**src/strobe_mode_regs.svh**
```systemverilog
// Constants for the strobe-mode and auto-precharge timing block.
// Assumes a 20 MHz core clock; included by bare name.
`ifndef STROBE_MODE_REGS_SVH
`define STROBE_MODE_REGS_SVH

`define REG_MODE3          4'h3
`define REG_MODE4          4'h4
`define REG_TIMING         4'h8
`define REG_STATUS         4'h9
`define MODE3_STROBE_BIT   5
`define MODE4_INVERT_BIT   11
`define MODE4_WRITE_CRC_ENABLE_BIT    0
`define MODE4_READ_CRC_ENABLE_BIT    1
`define CLK_PERIOD_NS      50
`define MODE_SET_DELAY_NS  400
`define MODE_SET_CYCLES    ((`MODE_SET_DELAY_NS + `CLK_PERIOD_NS - 1) / `CLK_PERIOD_NS)
`define PREAMBLE_PERIODS   2
`define TIMING_RESET       16'h0402
`define RDAP_GAP_READ      2
`define RDAP_GAP_PRE       1

`endif

```
**src/strobe_mode_pkg.sv**
```systemverilog
// Types shared by the strobe-mode block.
// Assumes nothing of its surroundings.
`default_nettype none
package strobe_mode_pkg;
    typedef enum logic [1:0] {
        CMD_NOP   = 2'h0,
        CMD_READ  = 2'h1,
        CMD_WRITE = 2'h3,
        CMD_OTHER = 2'h2
    } cmd_e;
    typedef enum logic [1:0] {
        ST_IDLE     = 2'h0,
        ST_PREAMBLE = 2'h1,
        ST_BURST    = 2'h3
    } strobe_state_e;
endpackage
`default_nettype wire

```
**src/strobe_gap_counter.sv**
```systemverilog
// Down counter giving the remaining precharge-period spacing.
// Assumes load and value come from logic on the same clock.
`timescale 1ns/10ps
`default_nettype none
module strobe_gap_counter #(
    parameter int WIDTH = 8
) (
    // Clock and reset
    input  wire logic             clk_i,
    input  wire logic             arst_n_i,
    // Control
    input  wire logic             load_i,
    input  wire logic [WIDTH-1:0] value_i,
    // State
    output logic                  busy_o,
    output logic      [WIDTH-1:0] count_o
);
    logic [WIDTH-1:0] count_ff;

    always_ff @(posedge clk_i or negedge arst_n_i) begin
        if (!arst_n_i) begin
            count_ff <= '0;
        end else if (load_i) begin
            count_ff <= value_i;
        end else if (count_ff != '0) begin
            count_ff <= count_ff - 1'b1;
        end
    end

    assign busy_o  = (count_ff != '0);
    assign count_o = count_ff;
endmodule // strobe_gap_counter
`default_nettype wire

```
**src/strobe_mode_top.sv**
```systemverilog
// Read-strobe mode and auto-precharge precharge-period timer.
// Assumes commands decoded on CLK_I; data clock arrives unsynchronised.
// What this block does
// - Write auto precharge: precharge starts after write recovery, measured as without.
// - Read auto precharge: precharge starts at earliest point still reading whole burst.
// - Other-bank commands accepted during precharge period, no data collision.
// - Setting strobe bit drops hold pattern; pins high 450 ns after the write, one core clock past the 400 ns mode-set delay.
// - Mode register four CRC enables ignored while strobe mode active; its invert bit still used.
// - Strobe mode keeps read latency; clock-like strobe edge-aligned with data.
// - Strobe preamble runs two data-clock periods before first data.
// - No CRC in strobe mode; CRC enable bits ignored.
// - Writes unchanged in strobe mode; no write strobe.
// - Clearing strobe bit restores hold pattern 450 ns after the write, one core clock past the 400 ns mode-set delay.
// - Invert field drives pins one and three inverted strobe.
// - Strobe mode: idle pins 1111, held high in power-down or self refresh.
//
// Our own choices: the strobed register port and the register addresses.
`timescale 1ns/10ps
`default_nettype none
`include "strobe_mode_regs.svh"
module strobe_mode_top #(
    parameter int GAP_W = 8
) (
    // Clock and reset
    input  wire logic        CLK_I,
    input  wire logic        ARST_N_I,
    // Register port
    input  wire logic [3:0]  ADDR_I,
    input  wire logic [15:0] WDATA_I,
    input  wire logic        WR_I,
    input  wire logic        RD_I,
    output logic      [15:0] RDATA_O,
    // Command stream
    input  wire logic [1:0]  CMD_I,
    input  wire logic        AUTO_PRE_I,
    input  wire logic [1:0]  WRITE_KIND_I,
    input  wire logic        LOW_POWER_I,
    input  wire logic [3:0]  BURST_CLOCKS_I,
    // Data clock and error-detect pins
    input  wire logic        DATA_CLK_I,
    output logic      [3:0]  ERROR_DETECT_PINS_O,
    output logic      [3:0]  ERROR_DETECT_PINS_OE_O,
    // Status
    output logic             PRECHARGE_START_O,
    output logic             CRC_ACTIVE_O,
    output logic             READ_STROBE_MODE_O
);
    logic [15:0] mode_three_ff;
    logic [15:0] mode_four_ff;
    logic [15:0] timing_ff;
    logic [15:0] rdata_ff;
    logic [3:0]  mrd_cnt_ff;
    logic        strobe_mode_ff;
    logic [2:0]  dclk_sync_ff;
    logic [3:0]  hold_pattern_ff;
    logic [3:0]  pins_ff;
    logic [3:0]  burst_left_ff;
    logic [1:0]  pre_edges_ff;
    logic        strobe_phase_ff;
    logic        gap_load;
    logic [GAP_W-1:0] gap_value;
    logic        gap_busy;
    logic [GAP_W-1:0] gap_count;
    logic        gap_busy_q_ff;
    logic        dclk_rise;
    logic        req_bit;
    logic        invert_eff;
    strobe_mode_pkg::strobe_state_e state_ff;
    // Write kind only paces the controller; the device leaves it unread

    function automatic logic [GAP_W-1:0] widen(input logic [3:0] v);
        widen = {{(GAP_W-4){1'b0}}, v};
    endfunction

    // Register port, read data one cycle later
    always_ff @(posedge CLK_I or negedge ARST_N_I) begin
        if (!ARST_N_I) begin
            mode_three_ff <= 16'h0000;
            mode_four_ff  <= 16'h0000;
            timing_ff     <= `TIMING_RESET;
        end else if (WR_I) begin
            case (ADDR_I)
                `REG_MODE3:  mode_three_ff <= WDATA_I;
                `REG_MODE4:  mode_four_ff  <= WDATA_I;
                `REG_TIMING: timing_ff     <= WDATA_I;
                default: ;
            endcase
        end
    end

    always_ff @(posedge CLK_I or negedge ARST_N_I) begin
        if (!ARST_N_I) begin
            rdata_ff <= 16'h0000;
        end else if (RD_I) begin
            case (ADDR_I)
                `REG_MODE3:  rdata_ff <= mode_three_ff;
                `REG_MODE4:  rdata_ff <= mode_four_ff;
                `REG_TIMING: rdata_ff <= timing_ff;
                `REG_STATUS: rdata_ff <= {6'h00, gap_busy, strobe_mode_ff, gap_count};
                default:     rdata_ff <= 16'h0000;
            endcase
        end
    end
    assign RDATA_O = rdata_ff;

    // Mode change takes effect after the mode-set delay
    assign req_bit = mode_three_ff[`MODE3_STROBE_BIT];
    // Count restarts if the bit flips back before the delay ends
    always_ff @(posedge CLK_I or negedge ARST_N_I) begin
        if (!ARST_N_I) begin
            mrd_cnt_ff     <= 4'h0;
            strobe_mode_ff <= 1'b0;
        end else if (req_bit != strobe_mode_ff) begin
            if (mrd_cnt_ff == 4'(`MODE_SET_CYCLES - 1)) begin
                strobe_mode_ff <= req_bit;
                mrd_cnt_ff     <= 4'h0;
            end else begin
                mrd_cnt_ff <= mrd_cnt_ff + 4'h1;
            end
        end else begin
            mrd_cnt_ff <= 4'h0;
        end
    end
    assign READ_STROBE_MODE_O = strobe_mode_ff;

    // Only the mode four CRC enables are masked in strobe mode; the invert bit passes through
    assign invert_eff   = mode_four_ff[`MODE4_INVERT_BIT];
    assign CRC_ACTIVE_O = !strobe_mode_ff && (mode_four_ff[`MODE4_WRITE_CRC_ENABLE_BIT]
                          || mode_four_ff[`MODE4_READ_CRC_ENABLE_BIT]);

    // Data clock sampled; the second and third stages feed the edge detect
    always_ff @(posedge CLK_I or negedge ARST_N_I) begin
        if (!ARST_N_I) begin
            dclk_sync_ff <= 3'h0;
        end else begin
            dclk_sync_ff <= {dclk_sync_ff[1:0], DATA_CLK_I};
        end
    end
    assign dclk_rise = dclk_sync_ff[1] && !dclk_sync_ff[2];

    // Hold pattern toggles slowly in normal mode
    always_ff @(posedge CLK_I or negedge ARST_N_I) begin
        if (!ARST_N_I) begin
            hold_pattern_ff <= 4'h0;
        end else if (dclk_rise) begin
            hold_pattern_ff <= ~hold_pattern_ff;
        end
    end

    // Strobe sequencer: preamble then burst, writes never start it
    always_ff @(posedge CLK_I or negedge ARST_N_I) begin
        if (!ARST_N_I) begin
            state_ff        <= strobe_mode_pkg::ST_IDLE;
            pre_edges_ff    <= 2'h0;
            burst_left_ff   <= 4'h0;
            strobe_phase_ff <= 1'b0;
        end else begin
            case (state_ff)
                strobe_mode_pkg::ST_IDLE: begin
                    strobe_phase_ff <= 1'b0;
                    if (strobe_mode_ff && !LOW_POWER_I
                        && CMD_I == strobe_mode_pkg::CMD_READ) begin
                        state_ff      <= strobe_mode_pkg::ST_PREAMBLE;
                        pre_edges_ff  <= 2'(`PREAMBLE_PERIODS);
                        burst_left_ff <= BURST_CLOCKS_I;
                    end
                end
                strobe_mode_pkg::ST_PREAMBLE: begin
                    if (dclk_rise) begin
                        strobe_phase_ff <= ~strobe_phase_ff;
                        if (pre_edges_ff == 2'h1) begin
                            state_ff <= strobe_mode_pkg::ST_BURST;
                        end
                        pre_edges_ff <= pre_edges_ff - 2'h1;
                    end
                end
                strobe_mode_pkg::ST_BURST: begin
                    if (dclk_rise) begin
                        strobe_phase_ff <= ~strobe_phase_ff;
                        if (burst_left_ff <= 4'h1) begin
                            state_ff <= strobe_mode_pkg::ST_IDLE;
                        end
                        burst_left_ff <= burst_left_ff - 4'h1;
                    end
                end
                default: state_ff <= strobe_mode_pkg::ST_IDLE;
            endcase
        end
    end

    // Pin drive
    // Idle high wins over strobe so power-down never glitches the pins
    always_ff @(posedge CLK_I or negedge ARST_N_I) begin
        if (!ARST_N_I) begin
            pins_ff <= 4'h0;
        end else if (!strobe_mode_ff) begin
            pins_ff <= hold_pattern_ff;
        end else if (LOW_POWER_I || state_ff == strobe_mode_pkg::ST_IDLE) begin
            pins_ff <= 4'hF;
        end else if (invert_eff) begin
            pins_ff <= {~strobe_phase_ff, strobe_phase_ff,
                        ~strobe_phase_ff, strobe_phase_ff};
        end else begin
            pins_ff <= {4{strobe_phase_ff}};
        end
    end
    assign ERROR_DETECT_PINS_O    = pins_ff;
    assign ERROR_DETECT_PINS_OE_O = 4'hF;

    // Precharge-period start for auto-precharge accesses
    always_comb begin
        gap_load  = 1'b0;
        gap_value = '0;
        if (AUTO_PRE_I && CMD_I == strobe_mode_pkg::CMD_WRITE) begin
            gap_load  = 1'b1;
            gap_value = widen(timing_ff[15:12]);
        end else if (AUTO_PRE_I && CMD_I == strobe_mode_pkg::CMD_READ) begin
            gap_load  = 1'b1;
            gap_value = widen(BURST_CLOCKS_I);
        end
    end

    strobe_gap_counter #(
        .WIDTH (GAP_W)
    ) u_gap (
        .clk_i    (CLK_I),
        .arst_n_i (ARST_N_I),
        .load_i   (gap_load),
        .value_i  (gap_value),
        .busy_o   (gap_busy),
        .count_o  (gap_count)
    );

    // Other-bank commands are never blocked; timer only marks the boundary
    always_ff @(posedge CLK_I or negedge ARST_N_I) begin
        if (!ARST_N_I) begin
            gap_busy_q_ff <= 1'b0;
        end else begin
            gap_busy_q_ff <= gap_busy;
        end
    end
    assign PRECHARGE_START_O = gap_busy_q_ff && !gap_busy;

    // Checks beside the pin and timer logic
    AST_IDLE_HIGH: assert property (@(posedge CLK_I) disable iff (!ARST_N_I)
        strobe_mode_ff && LOW_POWER_I |=> pins_ff == 4'hF)
        else $error("pins not high in low power");
    AST_NORMAL_HOLD: assert property (@(posedge CLK_I) disable iff (!ARST_N_I)
        !strobe_mode_ff |=> pins_ff == $past(hold_pattern_ff))
        else $error("hold pattern not driven");
    AST_MODE_DELAY: assert property (@(posedge CLK_I) disable iff (!ARST_N_I)
        $rose(req_bit) ##0 !strobe_mode_ff |-> ##[1:8] strobe_mode_ff || !req_bit)
        else $error("strobe mode entry late");
    AST_MODE_EXIT: assert property (@(posedge CLK_I) disable iff (!ARST_N_I)
        $fell(req_bit) ##0 strobe_mode_ff |-> ##[1:8] !strobe_mode_ff || req_bit)
        else $error("strobe mode exit late");
    AST_STROBE_ALIGN: assert property (@(posedge CLK_I) disable iff (!ARST_N_I)
        strobe_mode_ff && !invert_eff && state_ff != strobe_mode_pkg::ST_IDLE
        && !LOW_POWER_I |=> pins_ff == 4'h0 || pins_ff == 4'hF)
        else $error("strobe pins not in step");
    AST_PRECHARGE_POINT: assert property (@(posedge CLK_I) disable iff (!ARST_N_I)
        gap_count == widen(4'h1) && !gap_load |=> PRECHARGE_START_O)
        else $error("precharge start missing");
    AST_CRC_OFF: assert property (@(posedge CLK_I) disable iff (!ARST_N_I)
        strobe_mode_ff |-> !CRC_ACTIVE_O)
        else $error("crc active in strobe mode");
    AST_INVERT: assert property (@(posedge CLK_I) disable iff (!ARST_N_I)
        strobe_mode_ff && invert_eff && state_ff != strobe_mode_pkg::ST_IDLE
        && !LOW_POWER_I |=> pins_ff[1] != pins_ff[0])
        else $error("invert pair wrong");
    AST_WRITE_NO_STROBE: assert property (@(posedge CLK_I) disable iff (!ARST_N_I)
        state_ff == strobe_mode_pkg::ST_IDLE && CMD_I != strobe_mode_pkg::CMD_READ
        |=> state_ff == strobe_mode_pkg::ST_IDLE)
        else $error("strobe without read");
    AST_PREAMBLE: assert property (@(posedge CLK_I) disable iff (!ARST_N_I)
        state_ff == strobe_mode_pkg::ST_IDLE ##1 state_ff == strobe_mode_pkg::ST_PREAMBLE
        |-> pre_edges_ff == 2'h2)
        else $error("preamble length wrong");
    AST_WRITE_RECOVERY: assert property (@(posedge CLK_I) disable iff (!ARST_N_I)
        AUTO_PRE_I && CMD_I == strobe_mode_pkg::CMD_WRITE
        |=> gap_count == widen(timing_ff[15:12]))
        else $error("write recovery not loaded");
    AST_READ_BURST: assert property (@(posedge CLK_I) disable iff (!ARST_N_I)
        AUTO_PRE_I && CMD_I == strobe_mode_pkg::CMD_READ |=> gap_count == widen($past(BURST_CLOCKS_I)))
        else $error("read precharge point wrong");

    COV_ENTER: cover property (@(posedge CLK_I) disable iff (!ARST_N_I) $rose(strobe_mode_ff));
    COV_BURST: cover property (@(posedge CLK_I) disable iff (!ARST_N_I)
        state_ff == strobe_mode_pkg::ST_BURST);
    COV_PRE: cover property (@(posedge CLK_I) disable iff (!ARST_N_I) PRECHARGE_START_O);
    COV_INVERT: cover property (@(posedge CLK_I) disable iff (!ARST_N_I)
        strobe_mode_ff && invert_eff && state_ff == strobe_mode_pkg::ST_BURST);
    COV_LOW_POWER: cover property (@(posedge CLK_I) disable iff (!ARST_N_I)
        strobe_mode_ff && LOW_POWER_I && state_ff != strobe_mode_pkg::ST_IDLE);
endmodule // strobe_mode_top
`default_nettype wire

```
**config.mk**
```make
export PLATFORM = sky130hd
export DESIGN_NAME = strobe_mode_top
export DESIGN_NICKNAME = d
export VERILOG_FILES = /design/src/strobe_mode_pkg.sv /design/src/strobe_gap_counter.sv /design/src/strobe_mode_top.sv
export VERILOG_INCLUDE_DIRS = /design/src
export SDC_FILE = /design/constraint.sdc
export NUM_CORES = 1
export LEC_CHECK = 0
export BUFFER_PORTS_ARGS = -buffer_cell sky130_fd_sc_hd__buf_4
export CORE_MARGIN = 1
export CORE_UTILIZATION = 55
export CTS_CLUSTER_DIAMETER = 60
export DETAILED_ROUTE_END_ITERATION = 7
export PLACE_DENSITY = 0.75
export SLEW_MARGIN = 5
export SYNTH_ARGS = -nofsm -noshare
export SYNTH_HDL_FRONTEND = slang
export SYNTH_SLANG_ARGS = --single-unit
```
**constraint.sdc**
```tcl
create_clock -name CLK_I -period 2.2 [get_ports CLK_I]
set_input_delay 0.44 -clock CLK_I [delete_from_list [all_inputs] [get_ports CLK_I]]
set_output_delay 0.44 -clock CLK_I [all_outputs]
set_load 0.02 [all_outputs]
```
== Yosys cells after proc, flatten, opt, wreduce, memory -nomap -nowiden ==
Cells that the tools add are included.

* Register bits after elaboration: 98
* Latch bits: 0
* RAM bits: 0
* Memory bits (read-only): 0
* Input port bits: 35
* Output and inout port bits: 27
* Word-level logic and storage cells: 93
* Memories: 0

* $add $sub $neg: 4
* $mul: 0
* Div/mod/pow operators: 0
* $lt $le $gt $ge: 1
* Equality and inequality tests: 17
* Shifts and indexed selects: 0
* Muxes and demuxes: 26
* Bitwise logic cells: 2
* Reductions and logical operators: 28

{| class="wikitable"
|+ Operator list
! kind !! count
|-
| case mux 16 bit (4 select lines) || 1
|-
| two-way mux 4 bit || 9
|-
| two-way mux 8 bit || 2
|-
| two-way mux 2 bit || 7
|-
| inequality test 2 bit, second input constant || 5
|-
| AND reduction 2 bit || 5
|-
| == test 4 x 3 -> 1 bit, second input constant || 2
|-
| == test 4 bit, second input constant || 2
|-
| case mux 4 bit (2 select lines) || 1
|-
| nonzero test 2 bit || 4
|-
| nonzero test 8 bit || 1
|-
| subtractor 8 x 1 -> 8 bit, second input constant || 1
|-
| logical AND 1 bit || 7
|-
| == test 2 x 1 -> 1 bit, second input constant || 3
|-
| case mux 2 bit (3 select lines) || 1
|-
| AND reduction 3 bit || 2
|-
| AND reduction 5 bit || 1
|-
| adder 4 x 1 -> 4 bit, second input constant || 1
|-
| == test 2 bit, second input constant || 2
|-
| == test 4 x 2 -> 1 bit, second input constant || 1
|-
| <= comparator 4 x 1 -> 1 bit, second input constant || 1
|-
| zero test 1 bit || 4
|-
| inverter 4 bit || 1
|-
| case mux 2 bit (2 select lines) || 1
|-
| other kinds (10) || 13
|}

== Depth between registers and ports, before layout ==
Gate-level depths: netlist of the first run.

* Depth in word-level cells: 5
* Mapped depth: 6
* Mapped depth without buffers: 6

== By module ==
From an unflattened synthesis of the first run, not the netlist that was laid out.

* Cells, all modules: 408
* Area, all modules: 4614.4 sq um

{| class="wikitable"
|+ By module, submodules not included
! module !! times used !! cells an instance !! area each (sq um) !! sequential area each (sq um)
|-
| strobe_mode_top || 1 || 353 || 4124.0 || 2254.7
|-
| strobe_gap_counter || 1 || 55 || 490.5 || 200.2
|}

== Worst setup path before layout of the first run ==
No wires, ideal clock.

* Path type: register to output
* Start: reg u_gap.count_ff[0] (netlist: u_gap.count_o[0])
* End: out PRECHARGE_START_O
* Arrival: 1317 ps
* Required time: 1760 ps
* Setup slack: 443 ps
* Cell stages (with the launch flop): 5
* Buffers on the path: 0
* Path through: dfrtp_1 -> inv_1 -> ha_1 -> nor3b_1 -> and3_1

* Cells in the longest elaborated chain, start to end: 3

{| class="wikitable"
|+ RTL lines
! item !! RTL line !! text
|-
| start: declaration || strobe_gap_counter.sv:18 || <nowiki>logic [WIDTH-1:0] count_ff;</nowiki>
|-
| start signal: assignment || strobe_gap_counter.sv:24 || <nowiki>count_ff <= value_i;</nowiki>
|-
| start signal: assignment || strobe_gap_counter.sv:26 || <nowiki>count_ff <= count_ff - 1'b1;</nowiki>
|-
| nonzero test 8 bit || strobe_gap_counter.sv:30 || <nowiki>assign busy_o = (count_ff != '0);</nowiki>
|-
| zero test 1 bit || strobe_mode_top.sv:242 || <nowiki>assign PRECHARGE_START_O = gap_busy_q_ff && !gap_busy;</nowiki>
|-
| logical AND 1 bit || strobe_mode_top.sv:242 ||
|-
| end: declaration || strobe_mode_top.sv:44 || <nowiki>output logic PRECHARGE_START_O,</nowiki>
|}

No other way between the ends.

== Worst setup path in the final report of the first run ==
Same ends and word-level chain as after synthesis.

==> results.yml, run 1 <==
status:
  status: "finished, final reports clean"
power:
  power_w: 0.00506
  powerDensity_mw_per_mm2: 976
  p_leak_nw: 2.44
  ir_drop_mv: 0.461
sta:
  hold_viol: 0
  slew_viol_final: 0
  holdWs_ns: 0.0759
  fin_worst_skew_ns: 0.0172
  grt_setup_unrepaired: "no"
  slew_headroom: 0.606
  worst_pin_slew_ns: 0.591
  finalCritPeriodShare: 0.969
  tns_ns: 0
  setup_ws_ns: 0.0688
  fin_crit_ns: 2.13
  fmax_ghz: 0.469
  setup_viol: 0
floorplanning:
  initial_utilization: 0.571
  ios: 62
  die_y_um: 91.6
  core_area_mm2: 0.00773
  die_width_um: 91.6
  dieArea_mm2: 0.00839
  rows: 32
detailed_routing:
  wl_per_cell_um: 16.8
  first_pass_iters: 5
  finalWirelength_um: 8740
  vias: 3040
  drc: 0
  via_per_inst: 5.85
  ant_nets: 0
  drt_iter0_drc: 148
global_routing:
  met3_usage: 0.0503
  grt_pass1_wl_um: 14600
  grt_max_degree: 48
  grt-ovfl-total: 0
  use_met1: 0.305
  grt.busiest_layer: "met2"
  grtUsageMet2: 0.358
  antenna_found_initial: 0
  grt_pass1_vias: 3007
  grtUsageTotal: 0.225
synthesis:
  synthCells: 350
  ys_warn_count: 0
  ys_seq_area_frac: 0.556
  netlist_area_mm2: 0.00441
  ys_types: 50
  synth_flop_cell: "dfrtp_1"
  synth_area_leader_cell: "dfrtp_1"
  synth_top_area_frac: 0.544
  synth_edf_count: 0
  ys_ff_latch: 98
  syn_area_per_cell_um2: 12.6
  ys_async_sr_fraction: 1.00
  yosys-top-cells-area: "dfrtp_1 (54%), mux2_1 (8.2%), a22oi_1 (3.7%)"
run:
  max_cap_viol_count: 0
critical_path:
  start_kind: "flip-flop"
  crit_path_frequent_cell: "buf_4"
  crit_buf_inv: 3
  crit_chain: "inv_1 -> ha_1 -> nor3b_2 -> buf_4 -> and3_1 -> buf_4"
  worst_ep_arrival_time_ns: 1.69
  max_stage_delay_ns: 0.45
  required_ns: 1.76
  critical_path_class: "flip-flop to output pin"
  critPathMaxFanout: 5
  end_kind: "output pin"
  cpLargestDelayFamily: "flip-flops"
  crit_slowest_cell: "dfrtp_2"
clock_tree:
  cts_inserted_buffers: 9
  clock_path_buffers: 2
  cts.clk_slew.worst_paths_ns: 0.09
  clock_latency_ns: 0.37
  root_buffer: "clkbuf_8"
  cts_tree: "built"
  clock-sinks: 98
  htree_levels: 3
layout:
  diodes: 0
  layout_commonest_cell: "dfrtp_1"
  seq_area_mm2: 0.00246
  fillCellCount: 594
  final_nets: 453
  final_cell_mix: "dfrtp_1 (95), buf_4 (67), mux2_1 (32), nor2_1 (23), a22oi_1 (22)"
  areaGrowthSynthToFinish_pct: 17.4
  drive_above_1_share: 0.278
  multi_input_comb_area_mm2: 0.00185
  instances_no_fill: 520
min_path:
  holdCritPathClass: "input port to async pin"
placed_design:
  dp_hpwl_um: 6130
  gp_congestion: 0.855
  dpl.cell_count: 503
  placement.io_buffers: 55
  pre_cts_ws_ns: 0.244
## timing repair
item,in CTS,in global routing
buffers inserted,0,1
hold buffers,0,0
gates resized for setup,0,3
endpoints found under the setup margin,0,1
## power by group
part           total (W)  switching, W  internal, W  leakage [nW]
Sequential       0.00261      0.000361      0.00225          1.22
Combinational    0.00126      0.000599     0.000664          1.12
Clock            0.00118      0.000642     0.000540        0.0950
## logic make-up after synthesis
group | after synthesis | share of synthesized area
other | 1 | 0.000850
buffers and inverters | 25 | 0.0298
AND/OR/NAND/NOR | 73 | 0.0986
adder cells (fa/ha/maj) | 5 | 0.0142
multiplexers | 54 | 0.145
XOR/XNOR | 10 | 0.0198
flip-flops | 98 | 0.556
AO/OA/AOI/OAI | 84 | 0.135
## stage by stage
stage,util,area (um2)
after floorplan,-,4430
after global placement,0.642,4960
after detailed placement,0.642,4960
after CTS,0.668,5160
after global routing,0.671,5180
final,0.671,5180
## cells in the mapped netlist (3+ instances only)
master,number
o2bb2ai_1,6
mux2i_1,4
nor3_1,7
inv_1,5
clkbuf_1,7
o21ai_0,8
a211oi_1,5
a22oi_1,22
xnor2_1,9
ha_1,5
buf_4,7
mux2_4,10
a21oi_1,21
nor3b_1,4
a222oi_1,7
dfrtp_1,96
buf_2,3
a21o_1,10
nor2_1,23
nand2_1,12
mux2_1,32
mux2_2,8
nor2b_1,6
## final cells by class
class                           count  area share
Sequential cell                    98       0.474
Multi-Input combinational cell    230       0.357
Timing Repair Buffer               68       0.101
Clock buffer                       10      0.0246
Tap cell                          102      0.0246
Clock inverter                      6      0.0142
Inverter                            6     0.00434
## flip-flops by register name (all words and copies together), names as in the netlist
register	count
ERROR_DETECT_PINS_O	4
RDATA_O	16
READ_STROBE_MODE_O	1
burst_left_ff	4
dclk_sync_ff	3
gap_busy_q_ff	1
hold_pattern_ff	4
mode_four_ff	16
mode_three_ff	16
mrd_cnt_ff	4
pre_edges_ff	2
state_ff	2
strobe_phase_ff	1
timing_ff	16
u_gap.count_o	8
## metal layers
layer,part of all wire,vias to the layer above,routed length (um)
met5,0,-,0
met1,0.45,1564,3920
met3,0.043,4,375
met4,0.0068,0,59
li1,-,1400,-
met2,0.50,72,4380
## path summary, 6_finish.rpt
kind / start / cells past startpoint / endpoint / slack [ns]
hold / removal: ARST_N_I / 1 / mode_four_ff[0] / 0.08
hold reg to reg: dclk_sync_ff[0] / 0 / dclk_sync_ff[1] / 0.36
min in group CLK_I: DATA_CLK_I / 1 / dclk_sync_ff[0] / 0.18
setup / recovery: u_gap.count_o[0] / 6 / PRECHARGE_START_O / 0.07
max in group asynchronous: ARST_N_I / 2 / RDATA_O[1] / 1.49
setup reg to reg: state_ff[0] / 3 / burst_left_ff[1] / 0.42
Note: power is estimated with default switching activity, not from simulation.
==> inputs of run 2 (changes only) <==
--- a/config.mk
+++ b/config.mk
@@ -12,6 +12,7 @@
 export CTS_CLUSTER_DIAMETER = 60
 export DETAILED_ROUTE_END_ITERATION = 7
 export PLACE_DENSITY = 0.75
+export SETUP_SLACK_MARGIN = 0.2
 export SLEW_MARGIN = 5
 export SYNTH_ARGS = -nofsm -noshare
 export SYNTH_HDL_FRONTEND = slang
==> run 2 against run 1 <==
Sequential power about the same. Non-clock buffer count increased by 7. Combinational power increased by 13%. Sequential share of layout area decreased by 0.68 points. Fmax increased by 8.6%. Critical path depth unchanged. Flip-flop and latch count unchanged. Global-route usage increased by 0.51 points. Final area increased by 1.4%. Cell count increased by 1.3%. Register-to-register slack got worse by 0.05 ns. Largest cell class unchanged. Highest routed layer unchanged.
==> results.yml, run 2 (synthesis gave the netlist of run 1 again) <==
global_routing:
  grt_max_degree: 48
  antenna_found_initial: 0
  grtUsageTotal: 0.230
  grt-ovfl-total: 0
  grt_pass1_vias: 3090
  grt_pass1_wl_um: 14900
power:
  swShare: 0.317
  intPower_w: 0.00355
  powerDensity_mw_per_mm2: 990
  power.switching_w: 0.00165
  p_comb_frac: 0.273
  p_seq_frac: 0.501
  ir_drop_mv: 0.466
  clkPwrFrac: 0.226
  p_leak_nw: 2.47
sta:
  fin_crit_ns: 1.96
  fmax_ghz: 0.510
  slew_headroom: 0.611
  fin_worst_skew_ns: 0.0193
  finalCritPeriodShare: 0.892
  tns_ns: 0
  setup_viol: 0
  worst_pin_slew_ns: 0.584
  slew_viol_final: 0
  grt_setup_unrepaired: "yes"
  hold_viol: 0
clock_tree:
  cts_tree: "built"
  htree_levels: 3
  clock-sinks: 98
  clock_path_buffers: 2
  cts_inserted_buffers: 9
  root_buffer: "clkbuf_8"
  cts.clk_slew.worst_paths_ns: 0.09
  clock_latency_ns: 0.37
  postCtsHoldBufs: 0
detailed_routing:
  finalWirelength_um: 8910
  drc: 0
  drt_iter0_drc: 208
  first_pass_iters: 5
  ant_nets: 0
  via_per_inst: 5.84
  wl_per_cell_um: 16.9
  vias: 3076
placed_design:
  dp_hpwl_um: 6130
  gp_congestion: 0.855
  placement.io_buffers: 55
  dpl.cell_count: 503
floorplanning:
  die_width_um: 91.6
  die_y_um: 91.6
  rows: 32
  dieArea_mm2: 0.00839
  ios: 62
  initial_utilization: 0.571
  core_area_mm2: 0.00773
critical_path:
  critPathMaxFanout: 2
  start_kind: "flip-flop"
  critical_path_class: "flip-flop to output pin"
  required_ns: 1.76
  worst_ep_arrival_time_ns: 1.52
  end_kind: "output pin"
layout:
  diodes: 0
  areaGrowthSynthToFinish_pct: 19.1
  fillCellCount: 582
  final_nets: 460
  drive_above_1_share: 0.296
  final_util: 0.680
  instances_no_fill: 527
  final_cell_mix: "dfrtp_1 (96), buf_4 (73), mux2_1 (32), nor2_1 (23), a22oi_1 (22)"
  layout_commonest_cell: "dfrtp_1"
run:
  max_cap_viol_count: 0
status:
  status: "finished, final reports clean"
min_path:
  holdCritPathClass: "input port to async pin"
-- run 2: worst max-delay path, cell delays in order, from the launching register on --
cell	delay, ns
dfrtp_1	0.40
inv_2	0.08
ha_4	0.12
nor3b_2	0.15
buf_4	0.14
and3_4	0.17
buf_6	0.11
-- run 2: timing repair --
item | in CTS | in global routing
pin swaps | 2 | 2
gates resized for setup | 7 | 1
buffers inserted | 6 | 2
setup endpoints to repair | 1 | 1
-- run 2: worst paths after layout --
kind / start / end / slack, ns / depth (start not counted)
worst max-delay path: u_gap.count_o[1] / PRECHARGE_START_O / 0.24 / 6
worst min register to register: dclk_sync_ff[0] / dclk_sync_ff[1] / 0.36 / 0
max in group asynchronous: ARST_N_I / RDATA_O[1] / 1.50 / 2
worst min-delay path: ARST_N_I / mode_four_ff[0] / 0.08 / 1
worst max register to register: u_gap.count_o[1] / u_gap.count_o[6] / 0.37 / 8
min in group CLK_I: DATA_CLK_I / dclk_sync_ff[0] / 0.19 / 1
-- run 2: layout make-up --
class                      count  area [um2]  area share
clock buffer                  10         128      0.0243
clock inverter                 6        73.8      0.0140
inverter                       6        22.5     0.00428
multi-input combinational    230        1870       0.356
sequential                    98        2450       0.467
tap                          102         128      0.0243
timing repair buffer          75         579       0.110
-- run 2: per-stage QoR --
step / hold WS (ns) / power [W] / instance area [um2] / setup WS (ns)
2_1_floorplan: 0.144 / 0.00344 / 4430 / 0.443
3_3_place_gp: 0.336 / 0.00381 / 4960 / 0.278
3_5_place_dp: 0.341 / 0.00388 / 4960 / 0.244
4_1_cts: 0.0901 / 0.00520 / 5240 / 0.216
5_1_grt: 0.104 / 0.00552 / 5260 / 0.165
6_report: 0.0769 / 0.00520 / 5260 / 0.238
-- run 2: power by group through the flow --
stage                     sequential (W)  combinational (W)  clock [W]
after floorplan                  0.00259           0.000849          0
after global placement           0.00262            0.00120          0
after detailed placement         0.00264            0.00124          0
after CTS                        0.00260            0.00140    0.00121
after global routing             0.00267            0.00158    0.00128
final                            0.00261            0.00142    0.00118
-- run 2: layer usage --
layer  wire length (um)  share of wire  GRT usage  vias up
met4                 65         0.0073     0.0833        0
met1               4000           0.45      0.307     1582
li1                   -              -          -     1413
met5                  0              0          0        -
met3                417          0.047     0.0519        6
met2               4430           0.50      0.371       75
